$ cat src/verilog/fcrc_consts.vh
// Constants for the frame check unit: offsets, fields, presets, codes.
`ifndef FCRC_CONSTS_VH
`define FCRC_CONSTS_VH

// ==========================================================================
// Register offsets (byte-wide registers on a plain port).
`define FCRC_ADDR_TX_SETUP   8'h2C
`define FCRC_ADDR_RX_SETUP   8'h2D
`define FCRC_ADDR_IRQ_STATUS 8'h40
`define FCRC_ADDR_IRQ_MASK   8'h41

// ==========================================================================
// Field positions of both setup registers; the force bit is on receive only.
`define FCRC_F_ENABLE        0
`define FCRC_F_INVERT        1
`define FCRC_F_TYPE_LO       2
`define FCRC_F_TYPE_HI       3
`define FCRC_F_PRESET_LO     4
`define FCRC_F_PRESET_HI     6
`define FCRC_F_FORCE_WRITE   7

// Writable bits: the top bit of the transmit register is reserved.
`define FCRC_TX_SETUP_MASK   8'h7F
`define FCRC_RX_SETUP_MASK   8'hFF
`define FCRC_SETUP_RESET     8'h00

// ==========================================================================
// Interrupt status bits.
`define FCRC_IRQ_CRC_ERR     0
`define FCRC_IRQ_TX_DONE     1
`define FCRC_IRQ_RX_DONE     2
`define FCRC_IRQ_BITS        3

// ==========================================================================
// Check width codes.
`define FCRC_TYPE_CRC5       2'h0
`define FCRC_TYPE_CRC8       2'h1
`define FCRC_TYPE_CRC16      2'h2
`define FCRC_TYPE_RSVD       2'h3

// ==========================================================================
// Start value codes and the fixed start values.
`define FCRC_PSEL_0          3'h0
`define FCRC_PSEL_1          3'h1
`define FCRC_PSEL_2          3'h2
`define FCRC_PSEL_3          3'h3
`define FCRC_PSEL_USER       3'h6
`define FCRC_PSEL_7          3'h7
`define FCRC_P16_0           16'h0000
`define FCRC_P16_1           16'h6363
`define FCRC_P16_2           16'hA671
`define FCRC_P16_3           16'hFFFE
`define FCRC_P16_7           16'hFFFF
`define FCRC_P8_0            8'h00
`define FCRC_P8_1            8'h12
`define FCRC_P8_2            8'hBF
`define FCRC_P8_3            8'hFD
`define FCRC_P8_7            8'hFF
`define FCRC_P5_0            5'h00
`define FCRC_P5_1            5'h12
`define FCRC_P5_7            5'h1F
`define FCRC_P_UNDEF         16'h0000

// ==========================================================================
// Reflected generator polynomials for least significant bit first shifting.
`define FCRC_POLY16          16'h8408
`define FCRC_POLY8           16'h00B8
`define FCRC_POLY5           16'h0014

`endif

$ cat src/verilog/fcrc_unit.v
// Transmit and receive frame check unit with its registers and interrupt.
//
// Decided for this implementation: the address-and-strobe port.
`timescale 1ns/1ps
// Functional notes
// - Transmit enable set appends check to frame.
// - Width code selects CRC5, CRC8 or CRC16.
// - Transmit invert bit inverts appended check value.
// - Transmit start selector loads start value.
// - Start code table per width, transmit side.
// - Receive uses the same start code table.
// - Code six takes user value from memory.
// - Receive start selector loads start value.
// - Force bit copies received check bytes onward.
// - Receive invert compares against inverted check.
// - Receive enable checks and flags a mismatch.
// - Receive disabled computes but leaves flag alone.
`include "fcrc_consts.vh"

module fcrc_unit (
  clk,
  rstn,
  reg_addr,
  reg_wdata,
  reg_wr,
  reg_rd,
  reg_rdata,
  irq,
  user_start16,
  user_start8,
  user_start5,
  tx_frame_start,
  tx_byte_valid,
  tx_byte,
  tx_frame_end,
  tx_ready,
  tx_out_valid,
  tx_out_byte,
  tx_frame_done,
  rx_frame_start,
  rx_byte_valid,
  rx_byte,
  rx_byte_is_check,
  rx_frame_end,
  fifo_wr_valid,
  fifo_wr_byte,
  rx_frame_done,
  rx_crc_error
);

  input  wire        clk;              // System clock, 100 MHz.
  input  wire        rstn;             // Asynchronous reset, active low.
  input  wire [7:0]  reg_addr;         // Register address.
  input  wire [7:0]  reg_wdata;        // Register write data.
  input  wire        reg_wr;           // Write strobe.
  input  wire        reg_rd;           // Read strobe.
  output reg  [7:0]  reg_rdata;        // Read data, one cycle after strobe.
  output wire        irq;              // Level interrupt.
  input  wire [15:0] user_start16;     // User start value, CRC16.
  input  wire [7:0]  user_start8;      // User start value, CRC8.
  input  wire [4:0]  user_start5;      // User start value, CRC5.
  input  wire        tx_frame_start;   // Pulse: a new outgoing frame.
  input  wire        tx_byte_valid;    // Outgoing data byte offered.
  input  wire [7:0]  tx_byte;          // Outgoing data byte.
  input  wire        tx_frame_end;     // Pulse: outgoing data complete.
  output wire        tx_ready;         // Low while check bytes go out.
  output reg         tx_out_valid;     // Byte on tx_out_byte is valid.
  output reg  [7:0]  tx_out_byte;      // Outgoing byte stream.
  output reg         tx_frame_done;    // Pulse: frame fully sent.
  input  wire        rx_frame_start;   // Pulse: a new received frame.
  input  wire        rx_byte_valid;    // Received byte offered.
  input  wire [7:0]  rx_byte;          // Received byte.
  input  wire        rx_byte_is_check; // Received byte is a check byte.
  input  wire        rx_frame_end;     // Pulse: received frame complete.
  output reg         fifo_wr_valid;    // Byte write towards the FIFO.
  output reg  [7:0]  fifo_wr_byte;     // Byte written to the FIFO.
  output reg         rx_frame_done;    // Pulse: received frame closed.
  output reg         rx_crc_error;     // Pulse: mismatch found.

  // ========================================================================
  // Functions

  // Start value for a width and selector code; undefined codes give zero.
  function [15:0] start_value;
    input [1:0]  ctype;
    input [2:0]  sel;
    input [15:0] u16;
    input [7:0]  u8;
    input [4:0]  u5;
    begin
      start_value = `FCRC_P_UNDEF;
      if (sel == `FCRC_PSEL_USER) begin
        // User values come from nonvolatile configuration.
        if (ctype == `FCRC_TYPE_CRC5)
          start_value = {11'h000, u5};
        else if (ctype == `FCRC_TYPE_CRC8)
          start_value = {8'h00, u8};
        else
          start_value = u16;
      end else if (ctype == `FCRC_TYPE_CRC5) begin
        case (sel)
          `FCRC_PSEL_0: start_value = {11'h000, `FCRC_P5_0};
          `FCRC_PSEL_1: start_value = {11'h000, `FCRC_P5_1};
          `FCRC_PSEL_7: start_value = {11'h000, `FCRC_P5_7};
          default:      start_value = `FCRC_P_UNDEF;
        endcase
      end else if (ctype == `FCRC_TYPE_CRC8) begin
        case (sel)
          `FCRC_PSEL_0: start_value = {8'h00, `FCRC_P8_0};
          `FCRC_PSEL_1: start_value = {8'h00, `FCRC_P8_1};
          `FCRC_PSEL_2: start_value = {8'h00, `FCRC_P8_2};
          `FCRC_PSEL_3: start_value = {8'h00, `FCRC_P8_3};
          `FCRC_PSEL_7: start_value = {8'h00, `FCRC_P8_7};
          default:      start_value = `FCRC_P_UNDEF;
        endcase
      end else begin
        case (sel)
          `FCRC_PSEL_0: start_value = `FCRC_P16_0;
          `FCRC_PSEL_1: start_value = `FCRC_P16_1;
          `FCRC_PSEL_2: start_value = `FCRC_P16_2;
          `FCRC_PSEL_3: start_value = `FCRC_P16_3;
          `FCRC_PSEL_7: start_value = `FCRC_P16_7;
          default:      start_value = `FCRC_P_UNDEF;
        endcase
      end
    end
  endfunction

  // Mask of the live check bits; the reserved code acts as CRC16.
  function [15:0] width_mask;
    input [1:0] ctype;
    begin
      case (ctype)
        `FCRC_TYPE_CRC5: width_mask = 16'h001F;
        `FCRC_TYPE_CRC8: width_mask = 16'h00FF;
        default:         width_mask = 16'hFFFF;
      endcase
    end
  endfunction

  // One byte through the register, least significant bit first.
  // Narrow widths keep their state in the low bits, so one shifter serves.
  function [15:0] crc_byte;
    input [15:0] crc;
    input [7:0]  data;
    input [1:0]  ctype;
    integer      i;
    reg   [15:0] c;
    reg   [15:0] poly;
    begin
      c = crc;
      case (ctype)
        `FCRC_TYPE_CRC5: poly = `FCRC_POLY5;
        `FCRC_TYPE_CRC8: poly = `FCRC_POLY8;
        default:         poly = `FCRC_POLY16;
      endcase
      for (i = 0; i < 8; i = i + 1) begin
        if (c[0] ^ data[i])
          c = (c >> 1) ^ poly;
        else
          c = c >> 1;
      end
      crc_byte = c;
    end
  endfunction

  // ========================================================================
  // Registers

  reg [7:0]               tx_setup_q; // Transmit check setup.
  reg [7:0]               rx_setup_q; // Receive check setup.
  reg [`FCRC_IRQ_BITS-1:0] status_q;  // Sticky event bits.
  reg [`FCRC_IRQ_BITS-1:0] mask_q;    // Interrupt mask.
  reg [`FCRC_IRQ_BITS-1:0] events;    // Events raised this cycle.

  wire [1:0] tx_type = tx_setup_q[`FCRC_F_TYPE_HI:`FCRC_F_TYPE_LO];
  wire [1:0] rx_type = rx_setup_q[`FCRC_F_TYPE_HI:`FCRC_F_TYPE_LO];
  wire [2:0] tx_psel = tx_setup_q[`FCRC_F_PRESET_HI:`FCRC_F_PRESET_LO];
  wire [2:0] rx_psel = rx_setup_q[`FCRC_F_PRESET_HI:`FCRC_F_PRESET_LO];

  // Register writes; a set event wins over a write-one clear.
  always @(posedge clk or negedge rstn) begin
    if (!rstn) begin
      tx_setup_q <= `FCRC_SETUP_RESET;
      rx_setup_q <= `FCRC_SETUP_RESET;
      status_q   <= {`FCRC_IRQ_BITS{1'b0}};
      mask_q     <= {`FCRC_IRQ_BITS{1'b0}};
    end else begin
      if (reg_wr && reg_addr == `FCRC_ADDR_TX_SETUP)
        tx_setup_q <= reg_wdata & `FCRC_TX_SETUP_MASK;
      if (reg_wr && reg_addr == `FCRC_ADDR_RX_SETUP)
        rx_setup_q <= reg_wdata & `FCRC_RX_SETUP_MASK;
      if (reg_wr && reg_addr == `FCRC_ADDR_IRQ_MASK)
        mask_q <= reg_wdata[`FCRC_IRQ_BITS-1:0];
      if (reg_wr && reg_addr == `FCRC_ADDR_IRQ_STATUS)
        status_q <= (status_q & ~reg_wdata[`FCRC_IRQ_BITS-1:0]) | events;
      else
        status_q <= status_q | events;
    end
  end

  // Read data stand only in the cycle after the strobe; unmapped reads 0.
  always @(posedge clk or negedge rstn) begin
    if (!rstn) begin
      reg_rdata <= 8'h00;
    end else if (reg_rd) begin
      case (reg_addr)
        `FCRC_ADDR_TX_SETUP:   reg_rdata <= tx_setup_q;
        `FCRC_ADDR_RX_SETUP:   reg_rdata <= rx_setup_q;
        `FCRC_ADDR_IRQ_STATUS: reg_rdata <= {5'h00, status_q};
        `FCRC_ADDR_IRQ_MASK:   reg_rdata <= {5'h00, mask_q};
        default:               reg_rdata <= 8'h00;
      endcase
    end else begin
      reg_rdata <= 8'h00;
    end
  end

  assign irq = |(status_q & mask_q);

  // ========================================================================
  // Transmit path

  localparam [1:0] TX_DATA = 2'b01; // Passing data, updating the check.
  localparam [1:0] TX_APP  = 2'b10; // Appending check bytes.

  reg  [1:0]  tx_state_q;  // One-hot state.
  reg  [15:0] tx_crc_q;    // Running check; final value when appending.
  reg  [1:0]  tx_left_q;   // Check bytes still to send.
  wire [15:0] tx_crc_upd = crc_byte(tx_crc_q, tx_byte, tx_type);
  wire [15:0] tx_crc_cur = (tx_byte_valid && tx_ready) ? tx_crc_upd
                                                       : tx_crc_q;
  wire [15:0] tx_final   = (tx_setup_q[`FCRC_F_INVERT] ? ~tx_crc_cur
                                                       : tx_crc_cur)
                           & width_mask(tx_type);

  // Holding off the source while appending avoids any buffer here.
  assign tx_ready = tx_state_q[0];

  // Transmit sequencer: pass data, then append the check, low byte first.
  always @(posedge clk or negedge rstn) begin
    if (!rstn) begin
      tx_state_q    <= TX_DATA;
      tx_crc_q      <= 16'h0000;
      tx_left_q     <= 2'h0;
      tx_out_valid  <= 1'b0;
      tx_out_byte   <= 8'h00;
      tx_frame_done <= 1'b0;
    end else begin
      tx_out_valid  <= 1'b0;
      tx_frame_done <= 1'b0;
      case (tx_state_q)
        TX_DATA: begin
          if (tx_frame_start) begin
            // Start value chosen by width and selector.
            tx_crc_q <= start_value(tx_type, tx_psel, user_start16,
                                    user_start8, user_start5);
          end else begin
            if (tx_byte_valid) begin
              tx_out_valid <= 1'b1;
              tx_out_byte  <= tx_byte;
              tx_crc_q     <= tx_crc_upd;
            end
            if (tx_frame_end) begin
              if (tx_setup_q[`FCRC_F_ENABLE]) begin
                // Append one byte, or two for the 16-bit check.
                tx_crc_q   <= tx_final;
                tx_left_q  <= (width_mask(tx_type) == 16'hFFFF) ? 2'h2
                                                                : 2'h1;
                tx_state_q <= TX_APP;
              end else begin
                tx_frame_done <= 1'b1;
              end
            end
          end
        end
        TX_APP: begin
          tx_out_valid <= 1'b1;
          tx_out_byte  <= tx_crc_q[7:0];
          tx_crc_q     <= {8'h00, tx_crc_q[15:8]};
          tx_left_q    <= tx_left_q - 2'h1;
          if (tx_left_q == 2'h1) begin
            tx_frame_done <= 1'b1;
            tx_state_q    <= TX_DATA;
          end
        end
        default: begin
          tx_state_q <= TX_DATA;
        end
      endcase
    end
  end

  // ========================================================================
  // Receive path

  reg  [15:0] rx_crc_q;  // Running check over data bytes.
  reg  [15:0] rx_chk_q;  // Received check bytes, first byte lowest.
  reg  [1:0]  rx_ncheck_q; // Number of check bytes seen.
  wire        rx_data_b  = rx_byte_valid && !rx_byte_is_check;
  wire        rx_check_b = rx_byte_valid && rx_byte_is_check;
  wire [15:0] rx_crc_cur = rx_data_b ? crc_byte(rx_crc_q, rx_byte, rx_type)
                                     : rx_crc_q;
  wire [15:0] rx_chk_cur = rx_check_b ? {rx_byte, rx_chk_q[15:8]}
                                      : rx_chk_q;
  wire [1:0]  rx_ncur    = rx_check_b ? rx_ncheck_q + 2'h1 : rx_ncheck_q;
  // A single check byte sits in the upper half after shifting in.
  wire [15:0] rx_got     = (rx_ncur == 2'h1) ? {8'h00, rx_chk_cur[15:8]}
                                             : rx_chk_cur;
  wire [15:0] rx_expect  = rx_setup_q[`FCRC_F_INVERT] ? ~rx_crc_cur
                                                      : rx_crc_cur;
  wire        rx_bad     = ((rx_expect ^ rx_got) & width_mask(rx_type))
                           != 16'h0000;
  wire        rx_err_now = rx_frame_end && rx_setup_q[`FCRC_F_ENABLE]
                           && rx_bad;

  // Receive checker: data always goes on, check bytes only when forced.
  always @(posedge clk or negedge rstn) begin
    if (!rstn) begin
      rx_crc_q      <= 16'h0000;
      rx_chk_q      <= 16'h0000;
      rx_ncheck_q   <= 2'h0;
      fifo_wr_valid <= 1'b0;
      fifo_wr_byte  <= 8'h00;
      rx_frame_done <= 1'b0;
      rx_crc_error  <= 1'b0;
    end else begin
      fifo_wr_valid <= rx_data_b || (rx_check_b &&
                       rx_setup_q[`FCRC_F_FORCE_WRITE]);
      if (rx_byte_valid)
        fifo_wr_byte <= rx_byte;
      rx_frame_done <= rx_frame_end;
      rx_crc_error  <= rx_err_now;
      if (rx_frame_start) begin
        // Same start table as transmit, own selector.
        rx_crc_q    <= start_value(rx_type, rx_psel, user_start16,
                                   user_start8, user_start5);
        rx_chk_q    <= 16'h0000;
        rx_ncheck_q <= 2'h0;
      end else begin
        // The check runs even when checking is off.
        rx_crc_q    <= rx_crc_cur;
        rx_chk_q    <= rx_chk_cur;
        rx_ncheck_q <= rx_ncur;
      end
    end
  end

  // Events feeding the sticky status bits.
  always @* begin
    events                      = {`FCRC_IRQ_BITS{1'b0}};
    events[`FCRC_IRQ_CRC_ERR]   = rx_err_now;
    events[`FCRC_IRQ_TX_DONE]   = tx_state_q[1] && tx_left_q == 2'h1;
    events[`FCRC_IRQ_RX_DONE]   = rx_frame_end;
  end

endmodule

$ cat config.mk
export PLATFORM = sky130hd
export DESIGN_NAME = fcrc_unit
export DESIGN_NICKNAME = d
export VERILOG_FILES = /design/src/verilog/fcrc_unit.v
export VERILOG_INCLUDE_DIRS = /design/src /design/src/verilog
export SDC_FILE = /design/constraint.sdc
export NUM_CORES = 1
export LEC_CHECK = 0
export BUFFER_PORTS_ARGS = -buffer_cell sky130_fd_sc_hd__buf_4
export CORE_UTILIZATION = 28
export CTS_CLUSTER_SIZE = 8
export DETAILED_ROUTE_END_ITERATION = 8
export SLEW_MARGIN = 20
export SYNTH_ARGS = -nofsm -noshare
export SYNTH_HDL_FRONTEND = slang
export SYNTH_SLANG_ARGS = --single-unit
$ cat constraint.sdc
create_clock -name clk -period 8.4 [get_ports clk]
set_input_delay 1.68 -clock clk [delete_from_list [all_inputs] [get_ports clk]]
set_output_delay 1.68 -clock clk [all_outputs]
set_load 0.01 [all_outputs]
==> impl_metrics.env, run 1 <==
export IMPL_worstSkewPairLatency_ns=0.38
export IMPL_place_hpwl_um=21630
export IMPL_reg2reg_slack_ns=4.75
export IMPL_hold_violations=0
export IMPL_cts_max_path_buffers=2
export IMPL_wl_met2_um=13790
export IMPL_hp_class="reg -> reg"
export IMPL_cp_slowest_cell="a221oi_1"
export IMPL_start_util=0.2861
export IMPL_crit_top_cell="xnor2_1"
export IMPL_layout_min_cycle_time_ns=4.450
export IMPL_post_drt_via_cell_ratio=5.541
export IMPL_clock_sinks=104
export IMPL_wl_per_cell_um=19.76
export IMPL_holdBufCountCts=0
export IMPL_total_power_mw=2.680
export IMPL_crit_chain="buf_4 > xnor2_1 > xnor2_1 > a221oi_1 > xnor2_1 > xnor2_1 > a2111oi_0 > a211o_1 > xor2_1 > mux2i_1 > a41oi_1"
export IMPL_slew_violations=0
export IMPL_seq_area_frac_synth=0.3054
export IMPL_p_leak_nw=4.293
export IMPL_grt_ovfl_total=0
export IMPL_clkTransAtPathRegs_ns=0.09
export IMPL_vias=8217
export IMPL_grt_setup_unrepaired="no"
export IMPL_place_ws_ns=3.603
export IMPL_postLayoutCellArea_sq_mm=0.009928
export IMPL_port_buffers=102
export IMPL_cts_root_buf="clkbuf_16"
export IMPL_fin_setup_tns_ns=0
export IMPL_place_gp_congestion=0.9194
export IMPL_setup_violations_final=0
export IMPL_die_height_um=176.5
export IMPL_dieArea_sq_mm=0.03115
export IMPL_outcome="finished, final reports clean"
export IMPL_worstMarginPinSlew_ns=1.028
export IMPL_min_period_over_period=0.5298
export IMPL_max_slew_margin=0.3147
export IMPL_boundaryPins=103
export IMPL_peakVddDrop_mv=0.1152
export IMPL_worst_slack_ns=3.950
export IMPL_drive_above_1_share=0.1574
export IMPL_regToRegStartpoint="rx_setup_q[2]"
export IMPL_max_cap_violations=0
export IMPL_met1_length_um=12940
export IMPL_synthToLayoutAreaGrowth_pct=16.47
export IMPL_syn_avg_cell_area_sq_um=8.252
export IMPL_powerDensity_mw_per_mm2=270.0
export IMPL_path_class="in -> reg"
export IMPL_holdPathStages=2
export IMPL_drt_iter0_drc=714
export IMPL_yosysUniqueCellTypes=83
export IMPL_grt_pass1_vias=7728
export IMPL_highest_layer="met4"
export IMPL_fin_util=0.3332
export IMPL_route_met3_wl_um=1806
export IMPL_h_tree_depth=3
export IMPL_synth_edf_count=0
export IMPL_antenna_found_initial=0
export IMPL_post_cts_buffers=0
export IMPL_antenna_cells=0
export IMPL_crit_fanout=5
export IMPL_drc=0
export IMPL_cts_tree="yes"
export IMPL_placed_area_sq_mm=0.009604
export IMPL_cts_resized=0
export IMPL_hold_start="rx_setup_q[7]"
export IMPL_cp_slowest_stage_delay_ns=0.54
export IMPL_ant_nets=0
export IMPL_coreArea_sq_mm=0.02980
export IMPL_grt_pass1_wl_um=45240
export IMPL_critPathLaunchType="input port"
export IMPL_synthesis_nets=1108
export IMPL_synth_top_flop_cell="dfrtp_1"
export IMPL_synth_warnings=0
export IMPL_dieWidth_um=176.5
export IMPL_finClkSkew_ns=0.01096
export IMPL_grt_start_max_net_pins=64
export IMPL_cp_required_ns=8.65
export IMPL_synth_area_sq_mm=0.008524
export IMPL_rows=63
export IMPL_fmax_mhz=224.7
export IMPL_end_kind="register"
export IMPL_synth_seq_cells=104
export IMPL_cts_buffers=9
export IMPL_finish_net_count=1163
export IMPL_min_to="reg_rdata[7]"
export IMPL_reg2regPathDepth=11
export IMPL_async_flop_share=1.000
export IMPL_dr_pass1_iters=5
export IMPL_worstPathArrival_ns=4.70
export IMPL_wl_um=29310
export IMPL_synthCells=1033
export IMPL_reg2reg_to="status_q[0]"
export IMPL_grt_use_total=0.1883
-- worst max-delay path by stage --
| stage | slack (ns) | start | to |
|---|---|---|---|
| detailed placement | 3.60 | tx_byte[0] | tx_crc_q[9] |
| CTS | 4.01 | tx_byte[0] | tx_crc_q[9] |
| floorplan | 3.95 | tx_byte[0] | tx_crc_q[2] |
| global route | 3.69 | rx_byte[3] | status_q[0] |
| global placement | 3.65 | tx_byte[0] | tx_crc_q[9] |
| finish | 3.95 | rx_byte[3] | status_q[0] |
-- routing by layer --
metal,vias to the layer above,GRT usage
li1,3838,-
met1,4040,0.2560
met2,299,0.3000
met3,40,0.02972
met4,0,0.06789
met5,-,0
-- layout make-up --
type / count / area, sq um
Clock buffer: 9 / 225.2
Clock inverter: 7 / 95.09
Fill cell: 3181 / 19870
Inverter: 22 / 82.58
Multi-Input combinational cell: 836 / 5570
Sequential cell: 104 / 2604
Tap cell: 390 / 488.0
Timing Repair Buffer: 115 / 863.3
-- state kept, by name, summed over array words and instances (netlist names), 2 cells and up --
register / count
tx_out_byte: 8
fifo_wr_byte: 8
reg_rdata: 8
tx_crc_q: 16
rx_ncheck_q: 2
mask_q: 3
rx_crc_q: 16
rx_setup_q: 8
tx_setup_q: 7
tx_left_q: 2
rx_chk_q: 16
status_q: 3
tx_state_q: 2
-- critical path: cells and delay by family --
kind	cells	cell delay, ns
xor gates and xnor gates	5	1.33
buffers and inverters	1	0.14
AOI/OAI and AO/OA	4	1.26
muxes	1	0.26
-- metrics by stage --
step | hold WS, ns | instances
2_1_floorplan | 0.4721 | 1033
3_3_place_gp | 0.4888 | 1467
3_5_place_dp | 0.4959 | 1467
4_1_cts | 0.5127 | 1483
5_1_grt | 0.5321 | 1483
6_report | 0.5078 | 1483
-- cells in the mapped netlist, types with 6 or more instances --
| master | instances | area [sq um] |
|---|---|---|
| dfrtp_1 | 103 | 2577 |
| and2_1 | 10 | 62.56 |
| clkbuf_1 | 58 | 217.7 |
| nand4_1 | 9 | 56.30 |
| a21oi_1 | 89 | 445.4 |
| or4_1 | 6 | 45.04 |
| o311ai_0 | 6 | 52.55 |
| a31oi_1 | 13 | 81.33 |
| o22ai_1 | 18 | 112.6 |
| nand2_1 | 116 | 435.4 |
| xnor3_1 | 8 | 180.2 |
| mux2i_1 | 48 | 480.5 |
| nand3_1 | 15 | 75.07 |
| nor2b_1 | 7 | 43.79 |
| and3_1 | 14 | 87.58 |
| a22oi_1 | 18 | 135.1 |
| xor2_1 | 37 | 324.1 |
| o21ai_0 | 59 | 295.3 |
| xnor2_1 | 64 | 560.5 |
| nor3_1 | 20 | 100.1 |
| inv_1 | 20 | 75.07 |
| nand3b_1 | 6 | 45.04 |
| a22o_1 | 15 | 131.4 |
| nand2b_1 | 7 | 43.79 |
| nor2_1 | 107 | 401.6 |
| buf_1 | 11 | 41.29 |
| a221oi_1 | 7 | 61.31 |
| mux2_2 | 23 | 259.0 |
| o31ai_1 | 8 | 60.06 |
| a211oi_1 | 8 | 60.06 |
-- layout by cell type, fill, tap and decap left out, types with 10 or more instances in the layout --
| master | Yosys | routed |
|---|---|---|
| a21oi_1 | 89 | 89 |
| a22o_1 | 15 | 15 |
| a22oi_1 | 18 | 18 |
| a31oi_1 | 13 | 13 |
| and2_1 | 10 | 10 |
| and3_1 | 14 | 14 |
| buf_4 | 1 | 115 |
| dfrtp_1 | 103 | 103 |
| inv_1 | 20 | 20 |
| mux2_2 | 23 | 23 |
| mux2i_1 | 48 | 48 |
| nand2_1 | 116 | 116 |
| nand3_1 | 15 | 15 |
| nor2_1 | 107 | 107 |
| nor3_1 | 20 | 20 |
| o21ai_0 | 59 | 59 |
| o22ai_1 | 18 | 18 |
| xnor2_1 | 64 | 64 |
| xor2_1 | 37 | 37 |
-- report_power, final --
part / total, mW / switching (mW) / internal, mW
Clock: 0.483 / 0.240 / 0.242
Sequential: 0.733 / 0.137 / 0.596
Combinational: 1.46 / 0.816 / 0.648
Total: 2.68 / 1.19 / 1.49
-- cell families (layout without fill, tap and decap cells) --
| kind of cell | Yosys count | in the layout | synth area share |
|---|---|---|---|
| DFF | 104 | 104 | 0.3054 |
| AOI/OAI and AO/OA | 299 | 299 | 0.2294 |
| muxes | 73 | 73 | 0.08983 |
| and+or+nand+nor | 345 | 345 | 0.1889 |
| adders and majority gates | 3 | 3 | 0.004404 |
| xor gates and xnor gates | 116 | 116 | 0.1405 |
| buffers and inverters | 93 | 153 | 0.04154 |
Note: power is estimated with default switching activity, not from simulation.
==> run 2: changes to the inputs <==
clock period = 4.1 ns   (was 8.4 ns; I/O delays follow)
==> run 2 against run 1 <==
Compared with the run above: sequential share of layout area is 0.52 points lower; largest cell class unchanged; combinational power is 110% higher; register-to-register slack worse by 4.2 ns; clock power is 100% higher; first-iteration DRC count is 22% higher; wire length is 1.7% higher.
==> impl_metrics.env, run 2 (same netlist as run 1, synthesis figures left out) <==
export IMPL_outcome="finished, final reports clean"
export IMPL_wl_per_cell_um=19.77
export IMPL_start_util=0.2861
export IMPL_place_hpwl_um=22390
export IMPL_wl_um=29820
export IMPL_met1_length_um=12960
export IMPL_post_cts_buffers=0
export IMPL_setup_violations_final=0
export IMPL_dieArea_sq_mm=0.03115
export IMPL_clock_sinks=104
export IMPL_drive_above_1_share=0.1753
export IMPL_switching_power_mw=2.450
export IMPL_reg_largest_list="rx_chk_q x16, rx_crc_q x16, tx_crc_q x16"
export IMPL_critPathLaunchType="input port"
export IMPL_drt_iter0_drc=871
export IMPL_coreArea_sq_mm=0.02980
export IMPL_route_met3_wl_um=2063
export IMPL_cts_resized=0
export IMPL_grt_setup_unrepaired="no"
export IMPL_crit_fanout=7
export IMPL_holdBufCountCts=0
export IMPL_worst_slack_ns=0.4797
export IMPL_max_cap_violations=0
export IMPL_worstSkewPairLatency_ns=0.38
export IMPL_drc=0
export IMPL_cts_buffers=9
export IMPL_layout_min_cycle_time_ns=3.620
export IMPL_clkTransAtPathRegs_ns=0.08
export IMPL_mostFrequentLayoutCell="buf_4"
export IMPL_peakVddDrop_mv=0.2485
export IMPL_powerDensity_mw_per_mm2=551.8
export IMPL_end_kind="register"
export IMPL_max_slew_margin=0.4391
export IMPL_wl_met2_um=13960
export IMPL_place_ws_ns=0.3042
export IMPL_antenna_cells=0
export IMPL_grt_pass1_vias=7970
export IMPL_finClkSkew_ns=0.008553
export IMPL_total_power_mw=5.589
export IMPL_cts_tree="yes"
export IMPL_post_drt_via_cell_ratio=5.520
export IMPL_worstPathArrival_ns=3.86
export IMPL_cts_max_path_buffers=2
export IMPL_finish_net_count=1188
export IMPL_p_int_mw=3.139
export IMPL_h_tree_depth=3
export IMPL_cp_required_ns=4.34
export IMPL_grt_ovfl_total=0
export IMPL_p_sw_frac=0.4384
export IMPL_hp_class="reg -> reg"
export IMPL_path_class="in -> reg"
export IMPL_p_leak_nw=4.421
export IMPL_vias=8324
export IMPL_grt_pass1_wl_um=46310
export IMPL_highest_layer="met4"
export IMPL_final_cell_mix="buf_4 (139), nand2_1 (116), nor2_1 (107)"
export IMPL_ant_nets=0
export IMPL_place_gp_congestion=0.9285
export IMPL_cts_root_buf="clkbuf_16"
export IMPL_p_clk_frac=0.175
export IMPL_min_period_over_period=0.8830
export IMPL_die_height_um=176.5
export IMPL_grt_start_max_net_pins=105
export IMPL_dr_pass1_iters=5
export IMPL_pwr_share_comb=0.554
export IMPL_fin_util=0.3399
export IMPL_hold_violations=0
export IMPL_fmax_mhz=276.2
export IMPL_boundaryPins=103
export IMPL_antenna_found_initial=0
export IMPL_slew_violations=0
export IMPL_grt_use_total=0.1935
export IMPL_fin_setup_tns_ns=0
export IMPL_synthToLayoutAreaGrowth_pct=18.82
export IMPL_port_buffers=102
export IMPL_pwr_share_seq=0.271
export IMPL_worstMarginPinSlew_ns=0.8382
export IMPL_rows=63
export IMPL_dieWidth_um=176.5
-- run 2: path summary, 6_finish.rpt --
check                                 from               to  slack [ns]  cells after the start
hold reg to reg            fifo_wr_byte[7]  fifo_wr_byte[7]        0.51                      1
hold / removal             fifo_wr_byte[7]  fifo_wr_byte[7]        0.51                      1
min in group asynchronous             rstn    rx_frame_done        0.52                      2
setup / recovery                rx_byte[0]      status_q[0]        0.48                     11
setup reg to reg               rx_crc_q[0]      status_q[0]        0.54                     10
max in group asynchronous             rstn   tx_out_byte[6]        3.14                      2
-- run 2: layer usage --
| metal | vias up | track usage |
|---|---|---|
| li1 | 3894 | - |
| met5 | - | 0 |
| met2 | 305 | 0.3092 |
| met1 | 4067 | 0.2565 |
| met4 | 0 | 0.07112 |
| met3 | 58 | 0.03898 |
-- run 2: per-stage QoR --
stage / area (sq um) / instances / hold slack [ns]
final: 10130 / 1508 / 0.5122
after global placement: 9804 / 1492 / 0.4934
after CTS: 10130 / 1508 / 0.5145
after global routing: 10130 / 1508 / 0.5330
after detailed placement: 9804 / 1492 / 0.4979
after floorplan: 8524 / 1033 / 0.4721
-- run 2: worst max-delay path: stages --
cell and delay (ns):
buf_4 0.14, xnor2_2 0.42, xnor2_1 0.21, a221oi_1 0.60, xnor2_1 0.25, xnor2_1 0.19
a2111oi_0 0.45, a211o_1 0.19, xor2_1 0.18, mux2i_1 0.27, a41oi_1 0.13
-- run 2: area by class of cell --
cell class	instances	area [sq um]
fillers	3107	19670
clock buffers	10	239.0
multi-input cells	836	5567
inverters	22	82.58
repair buffers	140	1064
well taps	390	488.0
flip-flops and latches	104	2604
clock inverters	6	85.08
-- run 2: power groups by stage --
stage	Combinational, mW	Clock (mW)	Sequential, mW
6_report	3.10	0.976	1.52
3_5_place_dp	3.04	0	1.53
4_1_cts	3.07	0.995	1.51
2_1_floorplan	2.28	0	1.41
3_3_place_gp	3.02	0	1.53
5_1_grt	3.38	1.03	1.55
